--- config.mk ---
export PLATFORM = sky130hd
export DESIGN_NAME = rms_sequencer
export DESIGN_NICKNAME = d
export VERILOG_FILES = /design/src/rms_pkg.sv /design/src/rms_interval_timer.sv /design/src/rms_rx_exit_decode.sv /design/src/rms_sequencer.sv
export VERILOG_INCLUDE_DIRS = /design/src /design/src/src
export SDC_FILE = /design/constraint.sdc
export NUM_CORES = 1
export LEC_CHECK = 0
export ABC_AREA = 1
export BUFFER_PORTS_ARGS = -buffer_cell sky130_fd_sc_hd__buf_2
export CORE_MARGIN = 1.5
export CORE_UTILIZATION = 61
export DETAILED_ROUTE_END_ITERATION = 7
export PLACE_DENSITY = 0.81
export REMOVE_ABC_BUFFERS = 1
export SYNTH_ARGS = -nofsm -noshare
export SYNTH_HDL_FRONTEND = slang
export SYNTH_SLANG_ARGS = --single-unit
--- constraint.sdc ---
create_clock -name clk_i -period 2.8 [get_ports clk_i]
set_input_delay 0.14 -clock clk_i [delete_from_list [all_inputs] [get_ports clk_i]]
set_output_delay 0.14 -clock clk_i [all_outputs]
set_load 0.01 [all_outputs]
--- src/rms_defs.svh ---
// named constants for the radio mode sequencer
// assumes a single 100 MHz clock; included by bare name
`ifndef RMS_DEFS_SVH
`define RMS_DEFS_SVH

`define RMS_CLK_PERIOD_NS   32'd10
`define RMS_TICK_64US_NS    32'd64000
`define RMS_TICK_4MS1_NS    32'd4100000
`define RMS_TICK_262MS_NS   32'd262000000
`define RMS_MULT_WIDTH      8

`define RMS_BASE_OFF        2'h0
`define RMS_BASE_64US       2'h1
`define RMS_BASE_4MS1       2'h2
`define RMS_BASE_262MS      2'h3

`define RMS_RXS_PAYLOAD_PKT 3'h1
`define RMS_RXS_PAYLOAD_LP  3'h2
`define RMS_RXS_CHECK_PKT   3'h3
`define RMS_RXS_SYNC_OFF    3'h4
`define RMS_RXS_PREAMB_OFF  3'h5

`define RMS_TMO_RELAUNCH    2'h0
`define RMS_TMO_TX          2'h1
`define RMS_TMO_LP          2'h2
`define RMS_TMO_OFF         2'h3

`define RMS_PKT_OFF         3'h0
`define RMS_PKT_TX_DRAINED  3'h1
`define RMS_PKT_LP          3'h2
`define RMS_PKT_RX_SYNTH    3'h3
`define RMS_PKT_RX_DIRECT   3'h4

`define RMS_LAUNCH_LP       2'h0
`define RMS_LAUNCH_RX       2'h1
`define RMS_LAUNCH_TX       2'h2
`define RMS_LAUNCH_TX_LEVEL 2'h3

`endif

--- src/rms_pkg.sv ---
// types shared by the radio mode sequencer
// state codes are one-hot literals here; rms_defs.svh is not used
package rms_pkg;

    typedef enum logic [8:0] {
        RMS_HALTED      = 9'h001,
        RMS_LAUNCH_WAIT = 9'h002,
        RMS_IDLE        = 9'h004,
        RMS_TX          = 9'h008,
        RMS_RX          = 9'h010,
        RMS_PKT_DONE    = 9'h020,
        RMS_LP_SEL      = 9'h040,
        RMS_RX_TMO      = 9'h080,
        RMS_SYNTH       = 9'h100
    } rms_state_type;

endpackage

--- src/rms_interval_timer.sv ---
// one interval timer: fires mult x base period cycles after arm
// assumes arm and halt are single-cycle synchronous strobes
`timescale 1ns/100ps
`include "rms_defs.svh"

module rms_interval_timer #(
    parameter int unsigned MULT_W    = `RMS_MULT_WIDTH,
    parameter int unsigned BASE1_CYC = `RMS_TICK_64US_NS / `RMS_CLK_PERIOD_NS,
    parameter int unsigned BASE2_CYC = `RMS_TICK_4MS1_NS / `RMS_CLK_PERIOD_NS,
    parameter int unsigned BASE3_CYC = `RMS_TICK_262MS_NS / `RMS_CLK_PERIOD_NS
) (
    // clock and reset
    input  wire logic              clk_i,
    input  wire logic              rst_i,
    // control
    input  wire logic              arm_i,
    input  wire logic              halt_i,
    input  wire logic [1:0]        base_i,
    input  wire logic [MULT_W-1:0] mult_i,
    // event
    output logic                   fire_o
);
    logic              active_reg, active_next;
    logic              fire_reg,   fire_next;
    logic [31:0]       cyc_reg,    cyc_next;
    logic [31:0]       period_reg, period_next;
    logic [MULT_W-1:0] cnt_reg,    cnt_next;
    logic [MULT_W-1:0] mult_reg,   mult_next;

    always_comb begin
        active_next = active_reg;
        cyc_next    = cyc_reg;
        period_next = period_reg;
        cnt_next    = cnt_reg;
        mult_next   = mult_reg;
        fire_next   = 1'b0;
        if (halt_i) begin
            active_next = 1'b0;
        end else if (arm_i) begin
            // settings latched here, so later edits wait for the next arm
            cyc_next  = 32'h0;
            cnt_next  = '0;
            mult_next = mult_i;
            unique case (base_i)
                `RMS_BASE_64US:  period_next = BASE1_CYC;
                `RMS_BASE_4MS1:  period_next = BASE2_CYC;
                `RMS_BASE_262MS: period_next = BASE3_CYC;
                `RMS_BASE_OFF:   period_next = period_reg;
            endcase
            // resolution 00 or zero coefficient never fires
            active_next = (base_i != `RMS_BASE_OFF) && (mult_i != '0);
        end else if (active_reg) begin
            if (cyc_reg == period_reg - 32'h1) begin
                cyc_next = 32'h0;
                if (cnt_reg == mult_reg - 1'b1) begin
                    fire_next   = 1'b1;
                    active_next = 1'b0;
                end else begin
                    cnt_next = cnt_reg + 1'b1;
                end
            end else begin
                cyc_next = cyc_reg + 32'h1;
            end
        end
    end

    always_ff @(posedge clk_i) begin
        if (rst_i) begin
            active_reg <= 1'b0;
            fire_reg   <= 1'b0;
            cyc_reg    <= 32'h0;
            period_reg <= 32'h1;
            cnt_reg    <= '0;
            mult_reg   <= '0;
        end else begin
            active_reg <= active_next;
            fire_reg   <= fire_next;
            cyc_reg    <= cyc_next;
            period_reg <= period_next;
            cnt_reg    <= cnt_next;
            mult_reg   <= mult_next;
        end
    end

    assign fire_o = fire_reg;

endmodule

--- src/rms_rx_exit_decode.sv ---
// decodes which receive-state exit the current events request
// assumes event inputs are sampled in the same cycle as the state
`timescale 1ns/100ps
`include "rms_defs.svh"

module rms_rx_exit_decode (
    // selector and events
    input  wire logic [2:0] rx_exit_select_i,
    input  wire logic       payload_avail_evt_i,
    input  wire logic       check_pass_evt_i,
    input  wire logic       sync_match_evt_i,
    input  wire logic       preamble_seen_evt_i,
    // check settings
    input  wire logic       check_enable_i,
    input  wire logic       bad_check_autoflush_i,
    input  wire logic       check_bad_i,
    // requested exit
    output logic            to_pkt_o,
    output logic            to_lp_o,
    output logic            to_halt_o,
    output logic            to_tmo_o
);
    always_comb begin
        to_pkt_o  = 1'b0;
        to_lp_o   = 1'b0;
        to_halt_o = 1'b0;
        to_tmo_o  = 1'b0;
        unique case (rx_exit_select_i)
            `RMS_RXS_PAYLOAD_PKT: to_pkt_o  = payload_avail_evt_i;
            `RMS_RXS_PAYLOAD_LP:  to_lp_o   = payload_avail_evt_i;
            `RMS_RXS_CHECK_PKT: begin
                to_pkt_o = check_pass_evt_i;
                // a bad packet kept in the queue still ends reception
                to_tmo_o = payload_avail_evt_i && check_enable_i
                           && !bad_check_autoflush_i && check_bad_i
                           && !check_pass_evt_i;
            end
            `RMS_RXS_SYNC_OFF:    to_halt_o = sync_match_evt_i;
            `RMS_RXS_PREAMB_OFF:  to_halt_o = preamble_seen_evt_i;
            default: ;
        endcase
    end

endmodule

--- src/rms_sequencer.sv ---
// radio mode sequencer: state machine plus two chained interval timers
// assumes all event inputs are synchronous to clk_i, one cycle or level
`timescale 1ns/100ps
`include "rms_defs.svh"

module rms_sequencer #(
    parameter int unsigned MULT_W     = `RMS_MULT_WIDTH,
    parameter int unsigned TICK1_CYC  = `RMS_TICK_64US_NS / `RMS_CLK_PERIOD_NS,
    parameter int unsigned TICK2_CYC  = `RMS_TICK_4MS1_NS / `RMS_CLK_PERIOD_NS,
    parameter int unsigned TICK3_CYC  = `RMS_TICK_262MS_NS / `RMS_CLK_PERIOD_NS
) (
    // clock and reset
    input  wire logic              clk_i,
    input  wire logic              rst_i,
    // commands
    input  wire logic              seq_launch_cmd_i,
    input  wire logic              seq_stop_i,
    input  wire logic              start_mode_sleep_i,
    // configuration
    input  wire logic [1:0]        launch_exit_select_i,
    input  wire logic              idle_exit_select_i,
    input  wire logic              tx_exit_select_i,
    input  wire logic [2:0]        rx_exit_select_i,
    input  wire logic [1:0]        timeout_exit_select_i,
    input  wire logic [2:0]        pkt_done_exit_select_i,
    input  wire logic              sleep_choice_i,
    input  wire logic              idle_sleep_select_i,
    input  wire logic              check_enable_i,
    input  wire logic              bad_check_autoflush_i,
    input  wire logic              freq_changed_i,
    // timer settings
    input  wire logic [1:0]        first_tick_base_i,
    input  wire logic [MULT_W-1:0] first_tick_mult_i,
    input  wire logic [1:0]        second_tick_base_i,
    input  wire logic [MULT_W-1:0] second_tick_mult_i,
    // radio events
    input  wire logic              payload_avail_evt_i,
    input  wire logic              check_pass_evt_i,
    input  wire logic              check_bad_i,
    input  wire logic              sync_match_evt_i,
    input  wire logic              preamble_seen_evt_i,
    input  wire logic              strength_expiry_i,
    input  wire logic              preamble_expiry_i,
    input  wire logic              sync_expiry_i,
    input  wire logic              queue_drained_evt_i,
    input  wire logic              queue_level_evt_i,
    input  wire logic              tx_done_evt_i,
    // status
    output logic [8:0]             seq_state_o,
    output logic                   seq_running_o,
    output logic                   lowpower_sleep_o,
    output logic                   rx_relaunch_o,
    output logic                   first_tick_evt_o,
    output logic                   second_tick_evt_o
);
    rms_pkg::rms_state_type state_reg, state_next;
    logic relaunch_reg, relaunch_next;
    logic init_sleep_reg, init_sleep_next;
    logic sleep_reg, sleep_next;
    logic first_tick_evt;
    logic second_tick_evt;
    logic rx_expiry_evt;
    logic launch_take;
    logic rx_to_pkt, rx_to_lp, rx_to_halt, rx_to_tmo;

    assign rx_expiry_evt = strength_expiry_i | preamble_expiry_i | sync_expiry_i;
    // launch only counts while halted; a running sequencer ignores it
    assign launch_take = seq_launch_cmd_i && !seq_stop_i
                         && (state_reg == rms_pkg::RMS_HALTED);

    // timer chain, independent of the sequencer state
    rms_interval_timer #(
        .MULT_W    (MULT_W),
        .BASE1_CYC (TICK1_CYC),
        .BASE2_CYC (TICK2_CYC),
        .BASE3_CYC (TICK3_CYC)
    ) u_first_timer (
        .clk_i  (clk_i),
        .rst_i  (rst_i),
        .arm_i  (launch_take | second_tick_evt),
        .halt_i (seq_stop_i),
        .base_i (first_tick_base_i),
        .mult_i (first_tick_mult_i),
        .fire_o (first_tick_evt)
    );

    rms_interval_timer #(
        .MULT_W    (MULT_W),
        .BASE1_CYC (TICK1_CYC),
        .BASE2_CYC (TICK2_CYC),
        .BASE3_CYC (TICK3_CYC)
    ) u_second_timer (
        .clk_i  (clk_i),
        .rst_i  (rst_i),
        .arm_i  (first_tick_evt),
        .halt_i (seq_stop_i),
        .base_i (second_tick_base_i),
        .mult_i (second_tick_mult_i),
        .fire_o (second_tick_evt)
    );

    rms_rx_exit_decode u_rx_exit (
        .rx_exit_select_i      (rx_exit_select_i),
        .payload_avail_evt_i   (payload_avail_evt_i),
        .check_pass_evt_i      (check_pass_evt_i),
        .sync_match_evt_i      (sync_match_evt_i),
        .preamble_seen_evt_i   (preamble_seen_evt_i),
        .check_enable_i        (check_enable_i),
        .bad_check_autoflush_i (bad_check_autoflush_i),
        .check_bad_i           (check_bad_i),
        .to_pkt_o              (rx_to_pkt),
        .to_lp_o               (rx_to_lp),
        .to_halt_o             (rx_to_halt),
        .to_tmo_o              (rx_to_tmo)
    );

    always_comb begin
        state_next      = state_reg;
        relaunch_next   = 1'b0;
        init_sleep_next = init_sleep_reg;
        if (seq_stop_i) begin
            state_next = rms_pkg::RMS_HALTED;
        end else begin
            unique case (state_reg)
                rms_pkg::RMS_HALTED: begin
                    if (launch_take) begin
                        // chip mode at launch is where a halt returns to
                        init_sleep_next = start_mode_sleep_i;
                        unique case (launch_exit_select_i)
                            `RMS_LAUNCH_LP:       state_next = rms_pkg::RMS_LP_SEL;
                            `RMS_LAUNCH_RX:       state_next = rms_pkg::RMS_RX;
                            `RMS_LAUNCH_TX:       state_next = rms_pkg::RMS_TX;
                            `RMS_LAUNCH_TX_LEVEL: state_next = rms_pkg::RMS_LAUNCH_WAIT;
                        endcase
                    end
                end
                rms_pkg::RMS_LAUNCH_WAIT: begin
                    if (queue_level_evt_i) state_next = rms_pkg::RMS_TX;
                end
                rms_pkg::RMS_IDLE: begin
                    if (first_tick_evt) begin
                        state_next = idle_exit_select_i ? rms_pkg::RMS_RX
                                                        : rms_pkg::RMS_TX;
                    end
                end
                rms_pkg::RMS_TX: begin
                    if (tx_done_evt_i) begin
                        state_next = tx_exit_select_i ? rms_pkg::RMS_RX
                                                      : rms_pkg::RMS_LP_SEL;
                    end
                end
                rms_pkg::RMS_RX: begin
                    if (second_tick_evt) state_next = rms_pkg::RMS_LP_SEL;
                    else if (rx_expiry_evt) state_next = rms_pkg::RMS_RX_TMO;
                    else if (rx_to_tmo) state_next = rms_pkg::RMS_RX_TMO;
                    else if (rx_to_pkt) state_next = rms_pkg::RMS_PKT_DONE;
                    else if (rx_to_lp) state_next = rms_pkg::RMS_LP_SEL;
                    else if (rx_to_halt) state_next = rms_pkg::RMS_HALTED;
                end
                rms_pkg::RMS_RX_TMO: begin
                    unique case (timeout_exit_select_i)
                        `RMS_TMO_RELAUNCH: begin
                            state_next    = rms_pkg::RMS_RX;
                            relaunch_next = 1'b1;
                        end
                        `RMS_TMO_TX:  state_next = rms_pkg::RMS_TX;
                        `RMS_TMO_LP:  state_next = rms_pkg::RMS_LP_SEL;
                        `RMS_TMO_OFF: state_next = rms_pkg::RMS_HALTED;
                    endcase
                end
                rms_pkg::RMS_PKT_DONE: begin
                    unique case (pkt_done_exit_select_i)
                        `RMS_PKT_OFF: state_next = rms_pkg::RMS_HALTED;
                        `RMS_PKT_TX_DRAINED: begin
                            if (queue_drained_evt_i) state_next = rms_pkg::RMS_TX;
                        end
                        `RMS_PKT_LP: state_next = rms_pkg::RMS_LP_SEL;
                        `RMS_PKT_RX_SYNTH: begin
                            state_next = freq_changed_i ? rms_pkg::RMS_SYNTH
                                                        : rms_pkg::RMS_RX;
                        end
                        `RMS_PKT_RX_DIRECT: state_next = rms_pkg::RMS_RX;
                        default: ;
                    endcase
                end
                rms_pkg::RMS_SYNTH: state_next = rms_pkg::RMS_RX;
                rms_pkg::RMS_LP_SEL: begin
                    state_next = sleep_choice_i ? rms_pkg::RMS_IDLE
                                                : rms_pkg::RMS_HALTED;
                end
            endcase
        end
    end

    // low-power mode: idle follows its own select, halt returns to launch mode
    always_comb begin
        if (state_next == rms_pkg::RMS_IDLE) begin
            sleep_next = idle_sleep_select_i;
        end else begin
            sleep_next = init_sleep_next;
        end
    end

    always_ff @(posedge clk_i) begin
        if (rst_i) begin
            state_reg      <= rms_pkg::RMS_HALTED;
            relaunch_reg   <= 1'b0;
            init_sleep_reg <= 1'b0;
            sleep_reg      <= 1'b0;
        end else begin
            state_reg      <= state_next;
            relaunch_reg   <= relaunch_next;
            init_sleep_reg <= init_sleep_next;
            sleep_reg      <= sleep_next;
        end
    end

    assign seq_state_o       = state_reg;
    assign seq_running_o     = (state_reg != rms_pkg::RMS_HALTED);
    assign lowpower_sleep_o  = sleep_reg;
    assign rx_relaunch_o     = relaunch_reg;
    assign first_tick_evt_o  = first_tick_evt;
    assign second_tick_evt_o = second_tick_evt;
endmodule

## Yosys cells after proc, flatten, opt, wreduce, memory -nomap -nowiden

Index checks and enable logic that the tools add are counted.

| storage, ports and cells | value |
|---|---|
| latch bits | 0 |
| output and inout bits | 14 |
| bits in read-only memories | 0 |
| RAM bits | 0 |
| register bits | 176 |
| memories | 0 |
| word-level logic and storage cells | 164 |

| operators by class | value |
|---|---|
| $lt $le $gt $ge | 0 |
| bitwise operators | 11 |
| shift operators | 0 |
| multiplexer cells | 55 |
| reduce and logical (&&, ||, !) cells | 36 |
| $add $sub $neg | 8 |
| multiply operators | 0 |
| div/mod/pow operators | 0 |
| equality and inequality tests | 38 |

Operators by type and width:

| cell | number |
|---|---|
| 32-bit 2-to-1 mux | 6 |
| 32-bit one-hot mux with 3 select lines | 2 |
| 9-bit 2-to-1 mux | 13 |
| 9-bit one-hot mux with 9 select lines | 1 |
| 9-bit one-hot mux with 4 select lines | 2 |
| 32-bit by 1-bit adder with 32-bit output, second input constant | 2 |
| 32-bit == test | 2 |
| 8-bit 2-to-1 mux | 8 |
| 32-bit by 1-bit subtractor with 32-bit output, second input constant | 2 |
| 9-bit one-hot mux with 5 select lines | 1 |
| 9-bit by 3-bit == test with 1-bit output, second input constant | 2 |
| 1-bit 2-to-1 mux | 17 |
| 8-bit by 1-bit adder with 8-bit output, second input constant | 2 |
| 2-bit == test, second input constant | 8 |
| 8-bit == test | 2 |
| 8-bit nonzero test | 2 |
| 8-bit by 1-bit subtractor with 8-bit output, second input constant | 2 |
| 3-bit by 2-bit == test with 1-bit output, second input constant | 4 |
| 2-bit nonzero test | 6 |
| 5-bit OR reduction | 2 |
| 3-bit == test, second input constant | 3 |
| 9-bit by 1-bit == test with 1-bit output, second input constant | 1 |
| 9-bit by 2-bit == test with 1-bit output, second input constant | 1 |
| 9-bit by 4-bit == test with 1-bit output, second input constant | 1 |
| 25 further kinds | 56 |

## Longest topological paths before layout

| depth | value |
|---|---|
| depth in word-level cells | 12 |
| mapped depth | 17 |
| depth with buffers taken out | 17 |

## Cells and area by module

From an unflattened synthesis, not the netlist that was laid out.

| unflattened totals | value |
|---|---|
| cells, all modules | 1287 |
| area, all modules | 8340.5 µm² |

By module, submodules not included:

| module | cells an instance | times used | area an instance (µm²) |
|---|---|---|---|
| rms_interval_timer | 505 | 2 | 3430.8 |
| rms_sequencer | 259 | 1 | 1400.1 |
| rms_rx_exit_decode | 18 | 1 | 78.8 |

## Worst setup path before layout

OpenSTA, ideal clock, no wires.

| timing | value |
|---|---|
| path type | reg-to-reg |
| from | register u_first_timer.period_reg[0] |
| to | register u_first_timer.cyc_reg[10] |
| data required time | 2684 ps |
| setup slack | 801 ps |
| arrival time | 1883 ps |
| cell stages (with the launch flop) | 16 |
| clock period less this slack | 1999 ps |
| cells stage by stage | dfxtp_1 inv_1 ha_1 xnor2_1 nor2_1 nand3_1 nor2_1 nand3_1 nor2_1 nand3_2 nand2_4 nand2_2 nand2_2 buf_6 buf_8 nor2_1 |

| between the ends | value |
|---|---|
| cells in the longest elaborated chain, start to end | 5 |

RTL lines:

| element | line | source |
|---|---|---|
| start, declared | rms_interval_timer.sv:26 | `logic [31:0] period_reg, period_next;` |
| start signal, assigned | rms_interval_timer.sv:79 | `period_reg <= period_next;` |
| 32-bit by 1-bit subtractor with 32-bit output | rms_interval_timer.sv:53 | `if (cyc_reg == period_reg - 32'h1) begin` |
| 32-bit == test | rms_interval_timer.sv:53 |  |
| 32-bit 2-to-1 mux | rms_interval_timer.sv:53 |  |
| 32-bit 2-to-1 mux | rms_interval_timer.sv:52 | `end else if (active_reg) begin` |
| 32-bit 2-to-1 mux | rms_interval_timer.sv:39 | `end else if (arm_i) begin` |
| end signal, assigned | rms_interval_timer.sv:78 | `cyc_reg <= cyc_next;` |
| end, declared | rms_interval_timer.sv:25 | `logic [31:0] cyc_reg, cyc_next;` |

No other way between the ends. The select of a mux whose other input is x is not followed.
A chain may end at the register's enable or synchronous reset.

## Worst setup path in the final report

| timing | value |
|---|---|
| from | register u_first_timer.period_reg[0] |
| to | register u_first_timer.cyc_reg[25] |

Same word-level chain as after synthesis.

==> out/results.md <==
Clock tree
- CTS buffer count: 17
- later-pin clock latency in the skew report: 0.42 ns
- clock edge transition at the registers on the reported setup and hold paths: 0.05 ns
- clock sink count: 124
- CTS Root Cell: clkbuf_16
- worst-case clock buffer depth: 2
- CTS tree: yes
- H-tree level count: 4

Finish
- footprint of the multi-input gates: 5180 sq um
- fraction of layout instances using a drive strength above 1: 0.108
- P&R area growth vs syn: 14.5%
- # nets final: 1,472
- Seq. cell area: 2480 sq um
- fillcell total: 1,122
- Diodes inserted: 0

Die
- effective utilization at floorplan: 0.628
- die extent in y: 120 um
- standard-cell rows: 42
- full die area: 14,400 sq um
- core outline area: 13,300 sq um
- number of top-level design ports: 67
- DIE WIDTH: 120 um

Worst setup path
- Critical Path End Type: register
- Required @ worst endpoint: 3.10 ns
- worst endpoint data arrival time: 2.71 ns
- category of the worst setup path launch point: register
- maximum fanout along the worst path: 15
- Setup Crit Path Kind: reg2reg

Synthesis
- commonest cells in the synthesized netlist: nand2_1 (334), nor2_1 (208), inv_1 (132), dfxtp_1 (124), nand3_1 (104)
- synthesized instance count: 1,334
- synthesized area per cell: 6.26 sq um
- most common cell in the netlist: nand2_1
- area share of the largest cell type after synthesis: 0.297
- EDFF count, synth: 0
- Synth Register Bits: 124
- fraction of synthesis flops using an asynchronous set or reset pin: 0
- main flop type after synthesis: dfxtp_1
- dominant cells by area after synthesis: dfxtp_1 (30%), nand2_1 (15%), nor2_1 (9.4%), nand3_1 (6.2%), inv_1 (5.9%)
- cell taking the most area after synthesis: dfxtp_1
- distinct cell type count of the synthesized netlist: 46
- post-synthesis instance area: 8350 sq um
- Synthesis Warnings: 0
- share of synthesized area occupied by flip-flops and latches: 0.297

Power
- PD cells: 471 nW/um^2
- power consumption: 4.51 mW
- worst vdd rail ir drop: 414 uV
- static leakage power: 4.04 nW

Route
- wire length after detailed routing: 21.6 mm
- remaining routing DRC violations: 0
- Pre-antenna DRT Iters: 5
- Avg Vias per Cell: 5.47
- DR WL/cell: 13.5 um
- vias after detailed routing: 8,753
- Post-DRT Antenna Nets: 0
- DRC marker count from the first detailed-route iteration: 866

Placed design
- detailed placer's ending HPWL: 15.4 mm
- port bufs: 66
- Final Wtd Congestion: 0.968

STA
- total count of max-transition violations in the final report: 0
- hold violation total from the final report: 0
- relative max-transition margin: 0.597
- sum of negative setup slack: 0 ns
- setup repair after global routing missed its margin: false
- clock period minus worst slack: 2.40 ns
- Max Clock Freq: 416 MHz
- fraction of the cycle the final worst path needs: 0.858
- setup violators final: 0
- Worst Clk Skew: 0.00737 ns
- Least-Margin Pin Slew: 0.600 ns

GRT
- global-route wire length before repair: 36.1 mm
- antenna violations before repair: 0
- aggregate global-route resource usage: 0.305
- largest net degree at the start of global routing: 33
- residual overflow from global routing: 0
- vias in the first global route: 7,894

Run
- Maximum Capacitance Violations: 0

Outcome
- outcome: complete, no violations

Hold path
- Hold Path Class: in2reg

==> timing repair <==
action	in CTS	in global routing
buffers inserted	0	0
gates resized for setup	0	0
hold endpoints to repair	10	0
hold buffers	10	0
==> metrics by stage <==
stage	cells	utilization	setup WS (ns)	hold slack, ns	area [sq um]
after floorplan	1303	-	0.348	0.209	8190
after global placement	1558	0.666	0.471	0.379	8850
after detailed placement	1558	0.666	0.438	0.384	8850
after CTS	1600	0.719	0.408	0.00147	9560
after global routing	1600	0.719	0.177	0.0218	9560
final	1600	0.719	0.399	0.00185	9560
==> routing by layer <==
| metal | track usage | vias up | wire [um] |
|---|---|---|---|
| li1 | - | 4482 | - |
| met1 | 0.401 | 3929 | 9880 |
| met2 | 0.507 | 291 | 9990 |
| met3 | 0.0437 | 51 | 1140 |
| met4 | 0.118 | 0 | 585 |
| met5 | 0 | - | 0 |
==> kinds of logic after synthesis <==
family / synth area share
AND/OR/NAND/NOR: 0.429
flip-flops: 0.297
multiplexers: 0.00135
adder cells (fa/ha/maj): 0.0120
buffers and inverters: 0.0826
AO/OA/AOI/OAI: 0.0928
XOR/XNOR: 0.0846
==> power by group <==
part	switching (mW)	total [mW]	internal [mW]
clock	0.773	2.26	1.49
combinational	0.281	0.439	0.158
sequential	0.0190	1.80	1.79
total	1.07	4.51	3.43
==> final timing paths <==
path | depth (start not counted) | end | slack [ns] | start
hold / removal | 3 | u_second_timer.mult_reg[7] | 0.002 | second_tick_mult_i[7]
setup reg to reg | 15 | u_first_timer.cyc_reg[25] | 0.40 | u_first_timer.period_reg[0]
hold reg to reg | 2 | u_second_timer.active_reg | 0.49 | u_second_timer.active_reg
setup / recovery | 15 | u_first_timer.cyc_reg[25] | 0.40 | u_first_timer.period_reg[0]
==> layout by cell type, fill, tap and decap left out, drive strengths merged, types with 10 or more instances in the layout <==
master / n
inv: 139
dlygate4sd3: 10
clkbuf: 25
nand2: 344
nand3: 107
xor2: 55
buf: 79
nor2: 220
nand3b: 22
or2: 10
nor3: 42
dfxtp: 124
a21oi: 87
xnor2: 23
o21ai: 46
nand4: 37
nor4: 11
==> worst max-delay path, stage by stage (launching register included) <==
cell	delay (ns)
dfxtp_1	0.37
inv_1	0.10
ha_1	0.25
xnor2_1	0.22
inv_1	0.06
nand2_1	0.06
nand3_1	0.06
nor2_1	0.12
nand3_1	0.08
nor2_1	0.15
nand3_2	0.11
nand2_4	0.15
nand2_2	0.07
nand2_2	0.26
buf_12	0.19
nor2_1	0.05
==> layout make-up <==
| cell class | count | share of cell area |
|---|---|---|
| clock buffers | 25 | 0.0518 |
| well taps | 176 | 0.0230 |
| clock inverters | 7 | 0.0115 |
| repair buffers | 89 | 0.0565 |
| inverters | 141 | 0.0554 |
| flip-flops and latches | 124 | 0.260 |
| multi-input cells | 1038 | 0.542 |
(Power assumes the default switching activity.)
